**src/port_pin_consts.vh**
```
// Purpose: shared constants for the port pin override mux
// Assumes: one 8-bit port, register port with 2-bit address
// Notes:   definitions only
`ifndef PORT_PIN_CONSTS_VH
`define PORT_PIN_CONSTS_VH

// ----------------------------------------------------------------
// widths
// ----------------------------------------------------------------
`define PORT_WIDTH        8
`define ADDR_WIDTH        2

// ----------------------------------------------------------------
// register addresses
// ----------------------------------------------------------------
`define ADDR_INPUT        2'h0
`define ADDR_DIRECTION    2'h1
`define ADDR_LATCH        2'h2
`define ADDR_CONTROL      2'h3

// ----------------------------------------------------------------
// control register field positions
// ----------------------------------------------------------------
`define CTL_PULLUP_DIS    0
`define CTL_ASYNC_TIMER   1
`define CTL_EXT_CLOCK     2
`define CTL_MAIN_OSC      3
`define CTL_USED_BITS     4

// ----------------------------------------------------------------
// reset values and special bits
// ----------------------------------------------------------------
`define RST_BYTE          8'h00
`define RST_CTL           4'h0
`define OSC_PIN_BIT       7
`define ZERO_BIT          1'b0

`endif

```
**src/input_sync3.v**
```verilog
// Purpose: three-stage input synchroniser with agreement filter
// Assumes: input comes from outside the clock domain
// Notes:   output changes only once stages two and three agree
`timescale 1ns/1ns
`default_nettype none
`include "port_pin_consts.vh"

module input_sync3 (
  input  wire clk,
  input  wire reset_n,
  input  wire async_in,
  output reg  sync_out
);

  reg stage1_reg;
  reg stage2_reg;
  reg stage3_reg;

  // ----------------------------------------------------------------
  // sync chain
  // ----------------------------------------------------------------
  // first stage feeds only the second
  always @(posedge clk or negedge reset_n) begin
    if (!reset_n) begin
      stage1_reg <= `ZERO_BIT;
      stage2_reg <= `ZERO_BIT;
      stage3_reg <= `ZERO_BIT;
      sync_out   <= `ZERO_BIT;
    end else begin
      stage1_reg <= async_in;
      stage2_reg <= stage1_reg;
      stage3_reg <= stage2_reg;
      if (stage2_reg == stage3_reg) begin
        sync_out <= stage3_reg;
      end
    end
  end

endmodule // input_sync3
`default_nettype wire

```
**src/pin_override_cell.v**
```verilog
// Purpose: resolves one pin's pad controls from registers and overrides
// Assumes: all inputs are on the port clock
// Notes:   pure combinational, one instance per pin
`timescale 1ns/1ns
`default_nettype none

module pin_override_cell (
  input  wire pin_direction_bit,
  input  wire pin_output_latch_bit,
  input  wire global_pullup_disable,
  input  wire sleep_clamp,
  input  wire pullup_override_en,
  input  wire pullup_override_val,
  input  wire drive_dir_override_en,
  input  wire drive_dir_override_val,
  input  wire out_value_override_en,
  input  wire out_value_override_val,
  input  wire input_en_override_en,
  input  wire input_en_override_val,
  output wire drive_en,
  output wire drive_value,
  output wire pullup_en,
  output wire input_en
);

  // ----------------------------------------------------------------
  // pull-up
  // ----------------------------------------------------------------
  // override value alone, else pattern dir=0, latch=1, disable=0
  assign pullup_en = pullup_override_en ? pullup_override_val
                   : (~pin_direction_bit & pin_output_latch_bit
                      & ~global_pullup_disable);

  // ----------------------------------------------------------------
  // output driver and value
  // ----------------------------------------------------------------
  assign drive_en = drive_dir_override_en ? drive_dir_override_val
                  : pin_direction_bit;
  assign drive_value = out_value_override_en ? out_value_override_val
                     : pin_output_latch_bit;

  // ----------------------------------------------------------------
  // digital input enable
  // ----------------------------------------------------------------
  assign input_en = input_en_override_en ? input_en_override_val
                  : ~sleep_clamp;

endmodule // pin_override_cell
`default_nettype wire

```
**src/port_pin_override_mux.v**
```verilog
// Purpose: port registers plus per-pin alternate function override mux
// Assumes: one 20 MHz clock, register port with one-cycle read data
// Notes:   bit 7 doubles as oscillator pin; overrides are per pin
//
// What this block does
// - pull-up override enable selects override value
// - otherwise pull-up when dir,latch,disable = 010
// - override pull-up ignores dir, latch, disable
// - direction override enable selects override value
// - otherwise driver follows direction bit
// - override driver ignores direction bit
// - driving with value override drives override value
// - driving without override drives latch bit
// - toggle override inverts the latch bit
// - input override enable selects override value
// - otherwise input enable follows sleep state
// - override input enable ignores sleep state
// - alternate input taken before the synchroniser
// - analog link connects straight to the pad
// - register strobes shared by all port pins
// - clock, sleep clamp, pull-up disable shared
// - oscillator bit 7 is no general I/O
// - async timer crystal mode detaches bit 7
// - bit 7 feeds the pin-change logic
// - clock pin bit 7 reads back zero
// - sleep controller clamps inputs in deep sleep
// - writing input register toggles latch bits
//
// Local design decisions: strobed register access and the register addresses.
`timescale 1ns/1ns
`default_nettype none
`include "port_pin_consts.vh"

module port_pin_override_mux (
  input  wire                      CLK,
  input  wire                      RESET_N,
  // register port
  input  wire [`ADDR_WIDTH-1:0]    ADDR,
  input  wire [`PORT_WIDTH-1:0]    WDATA,
  input  wire                      WR,
  input  wire                      RD,
  output reg  [`PORT_WIDTH-1:0]    RDATA,
  // shared sleep clamp from the sleep controller
  input  wire                      SLEEP_CLAMP,
  // per-pin overrides from the peripheral modules
  input  wire [`PORT_WIDTH-1:0]    PULLUP_OVERRIDE_EN,
  input  wire [`PORT_WIDTH-1:0]    PULLUP_OVERRIDE_VAL,
  input  wire [`PORT_WIDTH-1:0]    DRIVE_DIR_OVERRIDE_EN,
  input  wire [`PORT_WIDTH-1:0]    DRIVE_DIR_OVERRIDE_VAL,
  input  wire [`PORT_WIDTH-1:0]    OUT_VALUE_OVERRIDE_EN,
  input  wire [`PORT_WIDTH-1:0]    OUT_VALUE_OVERRIDE_VAL,
  input  wire [`PORT_WIDTH-1:0]    LATCH_TOGGLE_OVERRIDE_EN,
  input  wire [`PORT_WIDTH-1:0]    INPUT_EN_OVERRIDE_EN,
  input  wire [`PORT_WIDTH-1:0]    INPUT_EN_OVERRIDE_VAL,
  // pad side
  input  wire [`PORT_WIDTH-1:0]    PAD_IN,
  output reg  [`PORT_WIDTH-1:0]    PAD_OUT,
  output reg  [`PORT_WIDTH-1:0]    PAD_OE_N,
  output reg  [`PORT_WIDTH-1:0]    PULLUP_EN,
  output reg  [`PORT_WIDTH-1:0]    INPUT_EN,
  // toward the alternate functions
  output wire [`PORT_WIDTH-1:0]    RAW_ALT_INPUT,
  output wire [`PORT_WIDTH-1:0]    ANALOG_PAD_LINK,
  output reg                       PIN_CHANGE_SOURCE_7,
  output reg                       BIT7_IS_CLOCK_PIN
);

  // ----------------------------------------------------------------
  // declarations
  // ----------------------------------------------------------------
  reg  [`PORT_WIDTH-1:0]   direction_reg;
  reg  [`PORT_WIDTH-1:0]   direction_next;
  reg  [`PORT_WIDTH-1:0]   latch_reg;
  reg  [`PORT_WIDTH-1:0]   latch_next;
  reg  [`CTL_USED_BITS-1:0] control_reg;
  reg  [`CTL_USED_BITS-1:0] control_next;
  reg  [`PORT_WIDTH-1:0]   rdata_next;
  reg  [`PORT_WIDTH-1:0]   toggle_mask;
  wire [`PORT_WIDTH-1:0]   input_sync;
  wire [`PORT_WIDTH-1:0]   gated_in;
  wire [`PORT_WIDTH-1:0]   cell_drive_en;
  wire [`PORT_WIDTH-1:0]   cell_drive_value;
  wire [`PORT_WIDTH-1:0]   cell_pullup_en;
  wire [`PORT_WIDTH-1:0]   cell_input_en;
  wire [`PORT_WIDTH-1:0]   clock_pin_mask;
  wire [`PORT_WIDTH-1:0]   final_drive_en;
  wire [`PORT_WIDTH-1:0]   final_pullup_en;
  wire [`PORT_WIDTH-1:0]   final_input_en;
  wire [`PORT_WIDTH-1:0]   read_dir;
  wire [`PORT_WIDTH-1:0]   read_latch;
  wire [`PORT_WIDTH-1:0]   read_input;
  wire                     global_pullup_disable;
  wire                     async_timer_clock_sel;
  wire                     external_clock_input_sel;
  wire                     main_osc_pin_sel;
  wire                     clock_pin_mode;
  wire                     wr_input;
  wire                     wr_direction;
  wire                     wr_latch;
  wire                     wr_control;

  // ----------------------------------------------------------------
  // control fields
  // ----------------------------------------------------------------
  // one pull-up disable and one clock mode for the whole port
  assign global_pullup_disable    = control_reg[`CTL_PULLUP_DIS];
  assign async_timer_clock_sel    = control_reg[`CTL_ASYNC_TIMER];
  assign external_clock_input_sel = control_reg[`CTL_EXT_CLOCK];
  assign main_osc_pin_sel         = control_reg[`CTL_MAIN_OSC];

  // bit 7 is an oscillator pin in crystal mode, or in async timer mode without external clock input
  assign clock_pin_mode = main_osc_pin_sel
                        | (async_timer_clock_sel
                           & ~external_clock_input_sel);

  // mask holding only bit 7 while it serves as clock pin
  genvar gi;
  generate
    for (gi = 0; gi < `PORT_WIDTH; gi = gi + 1) begin : g_mask
      if (gi == `OSC_PIN_BIT) begin : g_osc
        assign clock_pin_mask[gi] = clock_pin_mode;
      end else begin : g_gpio
        assign clock_pin_mask[gi] = `ZERO_BIT;
      end
    end
  endgenerate

  // ----------------------------------------------------------------
  // write strobe decode
  // ----------------------------------------------------------------
  // strobes are per port, every pin sees the same ones
  assign wr_input     = WR & (ADDR == `ADDR_INPUT);
  assign wr_direction = WR & (ADDR == `ADDR_DIRECTION);
  assign wr_latch     = WR & (ADDR == `ADDR_LATCH);
  assign wr_control   = WR & (ADDR == `ADDR_CONTROL);

  // ----------------------------------------------------------------
  // per-pin override cells
  // ----------------------------------------------------------------
  // each peripheral supplies its own enable and value pairs
  generate
    for (gi = 0; gi < `PORT_WIDTH; gi = gi + 1) begin : g_pin
      pin_override_cell u_cell (
        .pin_direction_bit      (direction_reg[gi]),
        .pin_output_latch_bit   (latch_reg[gi]),
        .global_pullup_disable  (global_pullup_disable),
        .sleep_clamp            (SLEEP_CLAMP),
        .pullup_override_en     (PULLUP_OVERRIDE_EN[gi]),
        .pullup_override_val    (PULLUP_OVERRIDE_VAL[gi]),
        .drive_dir_override_en  (DRIVE_DIR_OVERRIDE_EN[gi]),
        .drive_dir_override_val (DRIVE_DIR_OVERRIDE_VAL[gi]),
        .out_value_override_en  (OUT_VALUE_OVERRIDE_EN[gi]),
        .out_value_override_val (OUT_VALUE_OVERRIDE_VAL[gi]),
        .input_en_override_en   (INPUT_EN_OVERRIDE_EN[gi]),
        .input_en_override_val  (INPUT_EN_OVERRIDE_VAL[gi]),
        .drive_en               (cell_drive_en[gi]),
        .drive_value            (cell_drive_value[gi]),
        .pullup_en              (cell_pullup_en[gi]),
        .input_en               (cell_input_en[gi])
      );

      // port synchroniser sits after the input gate
      input_sync3 u_sync (
        .clk      (CLK),
        .reset_n  (RESET_N),
        .async_in (gated_in[gi]),
        .sync_out (input_sync[gi])
      );
    end
  endgenerate

  // ----------------------------------------------------------------
  // clock pin takeover
  // ----------------------------------------------------------------
  // a detached bit 7 neither drives, pulls nor reads digitally
  assign final_drive_en  = cell_drive_en  & ~clock_pin_mask;
  assign final_pullup_en = cell_pullup_en & ~clock_pin_mask;
  assign final_input_en  = cell_input_en  & ~clock_pin_mask;

  // ----------------------------------------------------------------
  // input paths
  // ----------------------------------------------------------------
  // disabled input presents zero to sync and alternate path
  assign gated_in = PAD_IN & final_input_en;

  // alternate input taken ahead of the port synchroniser
  assign RAW_ALT_INPUT = gated_in;

  // analog link sees the pad with no digital gating
  assign ANALOG_PAD_LINK = PAD_IN;

  // ----------------------------------------------------------------
  // read-back masking
  // ----------------------------------------------------------------
  assign read_dir   = direction_reg & ~clock_pin_mask;
  assign read_latch = latch_reg     & ~clock_pin_mask;
  assign read_input = input_sync    & ~clock_pin_mask;

  // ----------------------------------------------------------------
  // register next values
  // ----------------------------------------------------------------
  // latch toggles come from input writes and from peripherals
  always @* begin
    direction_next = direction_reg;
    control_next   = control_reg;
    toggle_mask    = LATCH_TOGGLE_OVERRIDE_EN;
    if (wr_direction) begin
      direction_next = WDATA;
    end
    if (wr_control) begin
      control_next = WDATA[`CTL_USED_BITS-1:0];
    end
    if (wr_input) begin
      toggle_mask = toggle_mask ^ WDATA;
    end
    if (wr_latch) begin
      latch_next = WDATA ^ toggle_mask;
    end else begin
      latch_next = latch_reg ^ toggle_mask;
    end
  end

  // read mux, data stands in the cycle after the strobe
  always @* begin
    rdata_next = `RST_BYTE;
    if (RD) begin
      case (ADDR)
        `ADDR_INPUT:     rdata_next = read_input;
        `ADDR_DIRECTION: rdata_next = read_dir;
        `ADDR_LATCH:     rdata_next = read_latch;
        `ADDR_CONTROL:   rdata_next = {{(`PORT_WIDTH-`CTL_USED_BITS){1'b0}},
                                       control_reg};
        default:         rdata_next = `RST_BYTE;
      endcase
    end
  end

  // ----------------------------------------------------------------
  // register state
  // ----------------------------------------------------------------
  always @(posedge CLK or negedge RESET_N) begin
    if (!RESET_N) begin
      direction_reg <= `RST_BYTE;
      latch_reg     <= `RST_BYTE;
      control_reg   <= `RST_CTL;
      RDATA         <= `RST_BYTE;
    end else begin
      direction_reg <= direction_next;
      latch_reg     <= latch_next;
      control_reg   <= control_next;
      RDATA         <= rdata_next;
    end
  end

  // ----------------------------------------------------------------
  // pad outputs
  // ----------------------------------------------------------------
  // enables are active low while driving; reset leaves pads released
  always @(posedge CLK or negedge RESET_N) begin
    if (!RESET_N) begin
      PAD_OUT             <= `RST_BYTE;
      PAD_OE_N            <= ~`RST_BYTE;
      PULLUP_EN           <= `RST_BYTE;
      INPUT_EN            <= `RST_BYTE;
      PIN_CHANGE_SOURCE_7 <= `ZERO_BIT;
      BIT7_IS_CLOCK_PIN   <= `ZERO_BIT;
    end else begin
      PAD_OUT             <= cell_drive_value & final_drive_en;
      PAD_OE_N            <= ~final_drive_en;
      PULLUP_EN           <= final_pullup_en;
      INPUT_EN            <= final_input_en;
      PIN_CHANGE_SOURCE_7 <= input_sync[`OSC_PIN_BIT];
      BIT7_IS_CLOCK_PIN   <= clock_pin_mode;
    end
  end

endmodule // port_pin_override_mux
`default_nettype wire

```
**config.mk**
```make
export PLATFORM = sky130hd
export DESIGN_NAME = port_pin_override_mux
export DESIGN_NICKNAME = d
export VERILOG_FILES = /design/src/input_sync3.v /design/src/pin_override_cell.v /design/src/port_pin_override_mux.v
export VERILOG_INCLUDE_DIRS = /design/src /design/src/src
export SDC_FILE = /design/constraint.sdc
export NUM_CORES = 1
export LEC_CHECK = 0
export ABC_AREA = 0
export BUFFER_PORTS_ARGS = -buffer_cell sky130_fd_sc_hd__buf_4
export CORE_MARGIN = 2
export CORE_UTILIZATION = 46
export DETAILED_ROUTE_END_ITERATION = 6
export PLACE_DENSITY = 0.81
export SLEW_MARGIN = 20
export SYNTH_ARGS = -nofsm -noshare
export SYNTH_HDL_FRONTEND = slang
export SYNTH_SLANG_ARGS = --single-unit
```
**constraint.sdc**
```tcl
create_clock -name CLK -period 2 [get_ports CLK]
set_input_delay 0 -clock CLK [delete_from_list [all_inputs] [get_ports CLK]]
set_output_delay 0 -clock CLK [all_outputs]
set_load 0.02 [all_outputs]
```
==> metrics.md, run 1 <==
| Metric | Value |
|---|---|
| CTS H-tree lvls | 3 |
| Post-Syn Nets | 424 |
| Global-route wire length before repair | 17.8 mm |
| Layout Area Growth over Synthesis | 54.7% |
| Maximum Capacitance Violations | 0 |
| Die Y | 97.8 microns |
| Total gr overflow | 0 |
| Final Hold Slack | 0.0277 ns |
| Clk pwr share | 26.3% |
| Leading area contributor after synthesis | dfrtp_1 |
| RSZ-0062 raised after global routing | false |
| Int Pwr | 3.39 mW |
| First-pass iteration count of the detailed router | 4 |
| Area of the multi-input gates | 1450 sq um |
| # IOs | 153 |
| Crit share post-route | 86.8% |
| Post-synthesis sequential area ratio | 58.4% |
| DRC errors left | 0 |
| Initial Utilization | 46.8% |
| Post-Syn Area | 4040 sq um |
| Synthesis-stage register bit count | 94 |
| Layout cell share with drive strength beyond 1 | 34.9% |
| Antenna Cells | 0 |
| Max_slew headroom | 54.4% |
| HPWL Detailed | 6.75 mm |
| Worst-margin pin slew | 0.684 ns |
| Final Setup Violations | 0 |
| Setup tns final | 0 ns |
| TritonCTS Sinks | 94 |
| Fmax | 576 MHz |
| FF/Latch Area | 2360 sq um |
| Mean area per synthesized cell | 12.4 sq um |
| CP Capture Type | flop |
| Final WL | 10.8 mm |
| Sw frac | 29.4% |
| Num rows | 34 |
| Setup Skew | 0.00609 ns |
| Root Driver | clkbuf_8 |
| Synth cell types | 41 |
| Setup CP Type | flop to flop |
| Pwr Density | 768 nW/um^2 |
| Num CTS Buffers | 9 |
| Final Hold Fails | 0 |
| Cell leakage power | 3.09 nW |
| Clock latency on the worst-skew pair | 0.36 ns |
| Vias | 3,508 |
| Vias per inst | 5.27 |
| Hold-critical path endpoint | g_pin[2].u_sync.stage1_reg |
| Placer Congestion | 0.854 |
| Final ANT Viol Nets | 0 |
| Synth area leaders | dfrtp_1 (53%), dfstp_2 (5.2%), mux2i_1 (4.0%) |
| Switching power | 1.41 mW |
| Gate Count Post-Synth | 325 |
| Slew Viols, Final | 0 |
| Post-synth EDFFs | 0 |
| Post-CTS resize count | 0 |
| Worst-path clk slew | 0.09 ns |
| WL per Instance | 16.2 microns |
| Area share of the largest cell type after synthesis | 53.2% |
| Worst R2R Path Depth | 4 |
| Synth warn | 0 |
| Hold path cells | 4 |
| Fill count | 570 |
| CTS tree | done |
| Worst hold start | INPUT_EN_OVERRIDE_VAL[2] |
| Design area | 6260 sq um |
| Combinational share of power | 25.5% |
| CP Max Fanout | 10 |
| Crit path time final | 1.74 ns |
| Pin count of the biggest net entering global routing | 43 |
| Reg2Reg Capture Point | PULLUP_EN[7] |
| Status | complete, no violations |
| FFs w/ async S/R, synth | 100% |
| Die area | 9560 sq um |
| Critical Path AT | 2.03 ns |
| Reg2reg start | control_reg[0] |
| Hold WC Path Type | primary input to flop |
| Clk buf depth | 2 |
| Initial antenna violation count | 0 |
| Core ar. | 8640 sq um |
| Die Width | 97.8 microns |
| Flop2flop setup slack | 0.26 ns |
| Synth cell count leaders | dfrtp_1 (86), nand2_1 (21), o21ai_0 (17) |
| DR iter-0 viols | 218 |
| Final Net Count | 652 |
| Startpoint Class | flop |
| Count leader, synth | dfrtp_1 |
| GRT Util Overall | 23.1% |
| Worst path required time | 2.30 ns |
| Total chip power | 4.81 mW |
| Dominant synthesized flop cell | dfrtp_1 |
| Seq pwr share | 48.2% |
| DP Area | 5170 sq um |
| # port buffers | 152 |
| Vias in the first global route | 3,806 |
| Peak VDD IR | 0.000400 V |
[how the worst max path moves through the flow]
stage / from / slack [ns] / to / depth (start not counted)
final: control_reg[0] / 0.26 / PULLUP_EN[7] / 4
after global routing: control_reg[0] / 0.14 / PULLUP_EN[7] / 4
after CTS: control_reg[0] / 0.26 / PULLUP_EN[7] / 4
after detailed placement: ADDR[0] / 0.37 / latch_reg[0] / 6
after global placement: ADDR[0] / 0.47 / latch_reg[6] / 6
after floorplan: latch_reg[7] / 0.79 / latch_reg[7] / 3
[cells by family (layout without fill, tap and decap cells)]
logic type | Yosys count | count (layout) | synth area share (%)
DFF | 94 | 94 | 58.4
muxes | 28 | 28 | 7.30
buffers and inverters | 39 | 272 | 5.79
AOI/OAI and AO/OA | 81 | 81 | 15.7
adders and majority gates | 12 | 12 | 3.22
and+or+nand+nor | 71 | 71 | 9.62
[cell type report]
type                            instances  share of cell area, %
Inverter                               11                  0.660
Timing Repair Buffer                  245                   33.2
Tap cell                              108                   2.16
Multi-Input combinational cell        192                   23.1
Clock buffer                           10                   2.04
Clock inverter                          6                   1.10
Sequential cell                        94                   37.8
[power by group through the flow]
stage          clock network [mW]  logic (mW)  registers (mW)
2_1_floorplan                   0       0.446            2.42
3_3_place_gp                    0       0.968            2.34
6_report                     1.26        1.23            2.32
4_1_cts                      1.29        1.21            2.31
5_1_grt                      1.38        1.32            2.35
3_5_place_dp                    0        1.01            2.35
[stage by stage]
stage / cells / worst slack [ns] / util (%)
floorplan: 325 / 0.787 / -
global placement: 561 / 0.466 / 59.9
detailed placement: 561 / 0.370 / 59.9
CTS: 666 / 0.263 / 72.5
global route: 666 / 0.135 / 72.5
finish: 666 / 0.264 / 72.5
[metal layers]
metal	track usage, %	wire length [microns]
met1	28.4	4200
met2	39.5	5530
met5	0	0
met4	7.80	264
met3	6.59	801
[worst max-delay path, cell delays in order (launching register included)]
cell and delay [ns]:
dfrtp_1 0.56, nor4b_1 0.38, a21oi_1 0.07, dlygate4sd3_1 0.57
nor2_1 0.09
[cells in the final DEF, fill, tap and decap left out, types with 2 or more instances in the layout]
master / count
inv_6: 2
and2_1: 13
a211oi_2: 3
nand2_1: 21
a32o_1: 7
buf_4: 155
o21ai_0: 17
nor3b_1: 2
a32oi_1: 7
a21oi_1: 11
and3_1: 2
ha_1: 4
a211oi_1: 4
maj3_1: 8
and4_1: 7
a21o_1: 8
nor2b_1: 7
mux2i_1: 16
mux2_2: 12
inv_1: 11
nor2_1: 12
dlygate4sd3_1: 89
o211a_1: 7
clkbuf_8: 9
o41ai_1: 6
dfstp_2: 8
dfrtp_1: 86
a222oi_1: 4
a221o_1: 3
[what timing repair did]
action | in CTS | in global routing
endpoints found under the hold margin | 107 | 0
setup buffers | 0 | 0
setup endpoints to repair | 0 | 0
hold buffers | 89 | 0
(Power assumes the default switching activity.)
==> inputs of run 2 (changes only) <==
--- a/config.mk
+++ b/config.mk
@@ -11,7 +11,7 @@
 export CORE_MARGIN = 2
 export CORE_UTILIZATION = 46
 export DETAILED_ROUTE_END_ITERATION = 6
-export PLACE_DENSITY = 0.81
+export PLACE_DENSITY = 0.84
 export SLEW_MARGIN = 20
 export SYNTH_ARGS = -nofsm -noshare
 export SYNTH_HDL_FRONTEND = slang
==> run 2 against run 1 <==
Final area shrank 0.20%; critical path depth is the same; maximum frequency shrank 7.7%; clock-buffer cell count grew 1; routed wire length grew 1.9%; worst hold slack lost 0.012 ns; worst setup slack lost 0.15 ns; sequential share of layout area grew 0.076 points; power shrank 0.37%; register-to-register slack lost 0.15 ns.
==> metrics.md, run 2 (synthesis results as in run 1) <==
| Metric | Value |
|---|---|
| CP Max Fanout | 10 (unchanged) |
| GRT Util Overall | 23.8% (+0.63 points) |
| Hold WC Path Type | primary input to flop |
| First-pass iteration count of the detailed router | 5 (+1) |
| Crit path time final | 1.88 ns (+0.145 ns) |
| Layout Area Growth over Synthesis | 54.4% |
| Inst Count DP | 560 (-0.18%) |
| Most frequent cells in the layout | buf_4 (154), dlygate4sd3_1 (89), dfrtp_1 (86) |
| Slew Viols, Final | 0 (unchanged) |
| Num CTS Buffers | 9 (unchanged) |
| Total chip power | 4.79 mW (-0.37%) |
| Final Setup Violations | 0 (unchanged) |
| Setup tns final | 0 ns (unchanged) |
| # IOs | 153 (unchanged) |
| Die area | 9560 sq um (unchanged) |
| Root Driver | clkbuf_8 |
| Setup CP Type | flop to flop |
| Status | complete, no violations |
| CP Capture Type | flop |
| Vias in the first global route | 3,855 (+1.3%) |
| # port buffers | 152 (unchanged) |
| CTS H-tree lvls | 3 (unchanged) |
| WL per Instance | 16.5 microns (+2.0%) |
| Pin count of the biggest net entering global routing | 43 (unchanged) |
| Peak VDD IR | 0.000571 V (+43%) |
| Vias | 3,539 (+0.88%) |
| CTS tree | done |
| Layout cell share with drive strength beyond 1 | 34.6% (-0.30 points) |
| Crit share post-route | 94.1% (+7.3 points) |
| Final Hold Fails | 0 (unchanged) |
| Total gr overflow | 0 (unchanged) |
| Commonest non-fill, non-tap cell in the layout | buf_4 |
| Final WL | 11.0 mm (+1.9%) |
| Non-Filler Instances | 665 (-0.15%) |
| Pwr Density | 767 nW/um^2 (-0.17%) |
| Worst path required time | 2.29 ns (about the same) |
| Post-CTS resize count | 0 (unchanged) |
| DR iter-0 viols | 177 (-19%) |
| Fmax | 531 MHz (-7.7%) |
| DRC errors left | 0 (unchanged) |
| Area of the multi-input gates | 1450 sq um (unchanged) |
| Setup Skew | 0.00674 ns (+0.000655 ns) |
| Core ar. | 8640 sq um (unchanged) |
| Critical Path AT | 2.17 ns (+0.14 ns) |
| Initial antenna violation count | 0 (unchanged) |
| Antenna Cells | 0 (unchanged) |
| Startpoint Class | flop |
| FF/Latch Area | 2360 sq um (unchanged) |
| Cell leakage power | 3.09 nW (-0.29%) |
| Max_slew headroom | 54.1% (-0.27 points) |
| Worst-path clk slew | 0.09 ns (about the same) |
| Worst-margin pin slew | 0.688 ns (+0.00406 ns) |
| Final ANT Viol Nets | 0 (unchanged) |
| HPWL Detailed | 6.80 mm (+0.74%) |
| Initial Utilization | 46.8% (unchanged) |
| Num rows | 34 (unchanged) |
| Die Y | 97.8 microns (unchanged) |
| Maximum Capacitance Violations | 0 (unchanged) |
| Clock latency on the worst-skew pair | 0.36 ns (about the same) |
| RSZ-0062 raised after global routing | false |
| Placer Congestion | 0.806 (-5.6%) |
| Die Width | 97.8 microns (unchanged) |
| Final Net Count | 651 (-0.15%) |
| Global-route wire length before repair | 18.1 mm (+1.7%) |
| TritonCTS Sinks | 94 (unchanged) |
| Vias per inst | 5.32 (+1.0%) |
| Clk buf depth | 2 (unchanged) |
| Fill count | 584 (+2.5%) |
==> run 2: final cells by class <==
type,count,share of cell area [%]
Inverter,11,0.661
Clock inverter,5,0.962
Tap cell,108,2.16
Multi-Input combinational cell,192,23.2
Timing Repair Buffer,244,33.1
Clock buffer,11,2.10
Sequential cell,94,37.8
==> run 2: stage by stage <==
stage / instance area (sq um) / util (%) / hold slack, ns / setup slack [ns]
global placement: 5160 / 59.8 / -0.0322 / 0.567
global route: 6240 / 72.3 / 0.0469 / 0.0613
floorplan: 4040 / - / -0.296 / 0.787
CTS: 6240 / 72.3 / 0.00534 / 0.280
finish: 6240 / 72.3 / 0.0157 / 0.118
detailed placement: 5160 / 59.8 / -0.0272 / 0.404
==> run 2: timing repair <==
item                      4_1_cts  5_1_grt
hold buffers                   89        0
hold endpoints to repair      136        0
setup buffers                   0        0
==> run 2: power breakdown <==
group	switching (mW)	total (mW)	internal [mW]
Sequential	0.198	2.33	2.13
Combinational	0.551	1.22	0.673
Clock	0.654	1.24	0.581
==> run 2: final timing paths <==
check / cells after the start / from / slack (ns) / endpoint
setup / recovery: 4 / control_reg[0] / 0.12 / PULLUP_EN[7]
hold / removal: 4 / INPUT_EN_OVERRIDE_VAL[4] / 0.02 / g_pin[4].u_sync.stage1_reg
setup reg to reg: 4 / control_reg[0] / 0.12 / PULLUP_EN[7]
hold reg to reg: 0 / g_pin[1].u_sync.stage1_reg / 0.35 / g_pin[1].u_sync.stage2_reg
max in group asynchronous: 3 / RESET_N / 1.18 / PAD_OE_N[4]
min in group asynchronous: 2 / RESET_N / 0.13 / g_pin[3].u_sync.stage1_reg
==> run 2: layer usage <==
| layer | share of wire (%) | GRT usage (%) | vias up |
|---|---|---|---|
| met3 | 7.1 | 7.37 | 20 |
| li1 | - | - | 1629 |
| met1 | 39 | 26.7 | 1727 |
| met5 | 0 | 0 | - |
| met2 | 53 | 42.7 | 163 |
| met4 | 1.7 | 8.44 | 0 |
==> run 2: worst max-delay path, stage by stage, from the launching register on <==
cell and delay [ns]:
dfrtp_1 0.59, nor4b_1 0.46, a21oi_1 0.10, dlygate4sd3_1 0.58, nor2_1 0.09
==> inputs of run 3 (changes only) <==
--- a/config.mk
+++ b/config.mk
@@ -7,11 +7,11 @@
 export NUM_CORES = 1
 export LEC_CHECK = 0
 export ABC_AREA = 0
-export BUFFER_PORTS_ARGS = -buffer_cell sky130_fd_sc_hd__buf_4
 export CORE_MARGIN = 2
 export CORE_UTILIZATION = 46
 export DETAILED_ROUTE_END_ITERATION = 6
-export PLACE_DENSITY = 0.84
+export DONT_BUFFER_PORTS = 1
+export PLACE_DENSITY = 0.69
 export SLEW_MARGIN = 20
 export SYNTH_ARGS = -nofsm -noshare
 export SYNTH_HDL_FRONTEND = slang
==> run 3 against run 2 <==
The run now ends with negative hold slack left; global-route usage fell by 3.5 points; combinational power fell by 43%; first-iteration DRC count fell by 23%; sequential power rose by 6%.
==> metrics.md, run 3 (synthesis results as in run 1) <==
| Metric | Value |
|---|---|
| Status | complete, but fails checks |
| Failing checks | negative hold slack |
| Final WL | 9.24 mm (-16%) |
| WL per Instance | 18.0 microns (+8.7%) |
| Die Width | 97.8 microns (unchanged) |
| CP most frequent cell | dlygate4sd3_1 |
| Slowest cell delay on critical path | 0.58 ns (about the same) |
| Worst-path clk slew | 0.09 ns (about the same) |
| Final Net Count | 500 (-23%) |
| RSZ-0062 raised after global routing | false |
| DRC errors left | 0 (unchanged) |
| Placer Congestion | 0.811 (+0.65%) |
| Final ANT Viol Nets | 0 (unchanged) |
| Global-route wire length before repair | 15.5 mm (-14%) |
| Cell leakage power | 2.35 nW (-24%) |
| Core ar. | 8640 sq um (unchanged) |
| Vias in the first global route | 3,153 (-18%) |
| Crit share post-route | 96.1% (+2.0 points) |
| Maximum Capacitance Violations | 0 (unchanged) |
| Worst path required time | 2.24 ns (-0.05 ns) |
| Crit path time final | 1.92 ns (+0.0401 ns) |
| Initial antenna violation count | 0 (unchanged) |
| TritonCTS Sinks | 94 (unchanged) |
| Antenna Cells | 0 (unchanged) |
| HPWL Detailed | 5.45 mm (-20%) |
| Worst Path Buf+Inv | 2 (+1) |
| Hold WC Path Type | primary input to async pin |
| Hold_buf cts | 91 (+2.2%) |
| Die area | 9560 sq um (unchanged) |
| Num rows | 34 (unchanged) |
| Pwr Density | 885 nW/um^2 (+15%) |
| Setup tns final | 0 ns (unchanged) |
| Root Driver | clkbuf_8 |
| Slew Viols, Final | 0 (unchanged) |
| DR iter-0 viols | 136 (-23%) |
| Postcts setup bufs | 0 (unchanged) |
| Clk buf depth | 2 (unchanged) |
| Startpoint Class | flop |
| Fmax | 520 MHz (-2.1%) |
| Levels on crit path | 4 (unchanged) |
| Worst path cell trace | mux2i_1 -> dlygate4sd3_1 -> nor2_1 -> dlygate4sd3_1 |
| CTS H-tree lvls | 3 (unchanged) |
| # IOs | 153 (unchanged) |
| Initial Utilization | 46.8% (unchanged) |
| Max_slew headroom | 51.7% (-2.4 points) |
| Layout Utilization | 59.4% (-13 points) |
| Worst-margin pin slew | 0.724 ns (+0.0361 ns) |
| Crit path max-delay family | buffers and inverters |
| Die Y | 97.8 microns (unchanged) |
| Commonest non-fill, non-tap cell in the layout | dlygate4sd3_1 |
| Peak VDD IR | 0.000402 V (-30%) |
| Final Hold Fails | 94 (+94) |
| Pin count of the biggest net entering global routing | 95 (+120%) |
| Critical Path AT | 2.16 ns (about the same) |
| # port buffers | 0 (-100%) |
| Final Setup Violations | 0 (unchanged) |
| CP Capture Type | flop |
| Post-CTS resize count | 0 (unchanged) |
| Slowest CP cell | dlygate4sd3_1 |
| Layout cell share with drive strength beyond 1 | 10.1% (-25 points) |
| Final Hold Slack | -0.671 ns (-0.686 ns) |
| Layout Area Growth over Synthesis | 26.9% |
| CTS tree | done |
| Vias per inst | 5.64 (+6.0%) |
| Clock latency on the worst-skew pair | 0.35 ns (about the same) |
| Worst R2R Path Depth | 4 (unchanged) |
| CP Max Fanout | 7 (-3) |
| Setup CP Type | flop to flop |
| Total gr overflow | 0 (unchanged) |
| Most frequent cells in the layout | dlygate4sd3_1 (91), dfrtp_1 (86), nand2_1 (21) |
| Total chip power | 4.54 mW (-5.1%) |
| GRT Util Overall | 20.3% (-3.5 points) |
| Vias | 2,900 (-18%) |
| Num CTS Buffers | 9 (unchanged) |
| First-pass iteration count of the detailed router | 4 (-1) |
| Setup Skew | 0.0102 ns (+0.00349 ns) |
-- run 3: cell types whose count changed in the layout (fill, tap and decap cells not counted) --
cell           before  now
buf_12              1    0
buf_4             154    2
bufinv_16           1    2
clkbuf_1            2    1
clkinv_2            1    0
clkinv_4            2    0
clkinvlp_4          1    2
dlygate4sd3_1      89   91
inv_6               0    2
-- run 3: metal layers --
layer | part of all wire, % | GRT usage, % | wire length [microns] | vias to the layer above
met1 | 39 | 23.6 | 3630 | 1444
li1 | - | - | - | 1321
met2 | 51 | 35.2 | 4740 | 128
met5 | 0 | 0 | 0 | -
met4 | 0.89 | 7.26 | 82 | 0
met3 | 8.5 | 6.66 | 787 | 7
-- run 3: power by group --
| part | total (mW) | internal, mW | switching [mW] |
|---|---|---|---|
| logic | 0.694 | 0.418 | 0.277 |
| clock network | 1.39 | 0.714 | 0.674 |
| registers | 2.46 | 2.13 | 0.327 |
-- run 3: worst reg2reg max path, delay by kind of cell, from the launching register on --
family        cells  cell delay, ns
buf+inv           2            1.14
flops             1            0.46
mux               1            0.18
simple gates      1            0.04
-- run 3: through the flow --
| step | cell area (sq um) | setup WS, ns | std cells |
|---|---|---|---|
| 6_report | 5130 | 0.0783 | 514 |
| 5_1_grt | 5130 | 0.00206 | 514 |
| 4_1_cts | 5130 | 0.156 | 514 |
| 3_5_place_dp | 4000 | 0.530 | 407 |
| 3_3_place_gp | 4000 | 0.617 | 407 |
| 2_1_floorplan | 4040 | 0.787 | 325 |
-- run 3: cell type report --
type | instances | area [sq um]
flip-flops and latches | 94 | 2360
clock buffers | 10 | 128
repair buffers | 93 | 926
well taps | 108 | 135
fillers | 682 | 3500
multi-input cells | 192 | 1450
inverters | 11 | 41.3
clock inverters | 6 | 92.6
-- run 3: path summary, 6_finish.rpt --
| kind | from | to | slack, ns |
|---|---|---|---|
| setup / recovery | latch_reg[7] | PAD_OUT[7] | 0.08 |
| hold / removal | RESET_N | PAD_OUT[2] | -0.67 |
| setup reg to reg | latch_reg[7] | PAD_OUT[7] | 0.08 |
| hold reg to reg | g_pin[0].u_sync.stage1_reg | g_pin[0].u_sync.stage2_reg | 0.35 |
| max in group asynchronous | RESET_N | PAD_OE_N[7] | 2.46 |
| min in group CLK | PAD_IN[5] | ANALOG_PAD_LINK[5] | 0 |
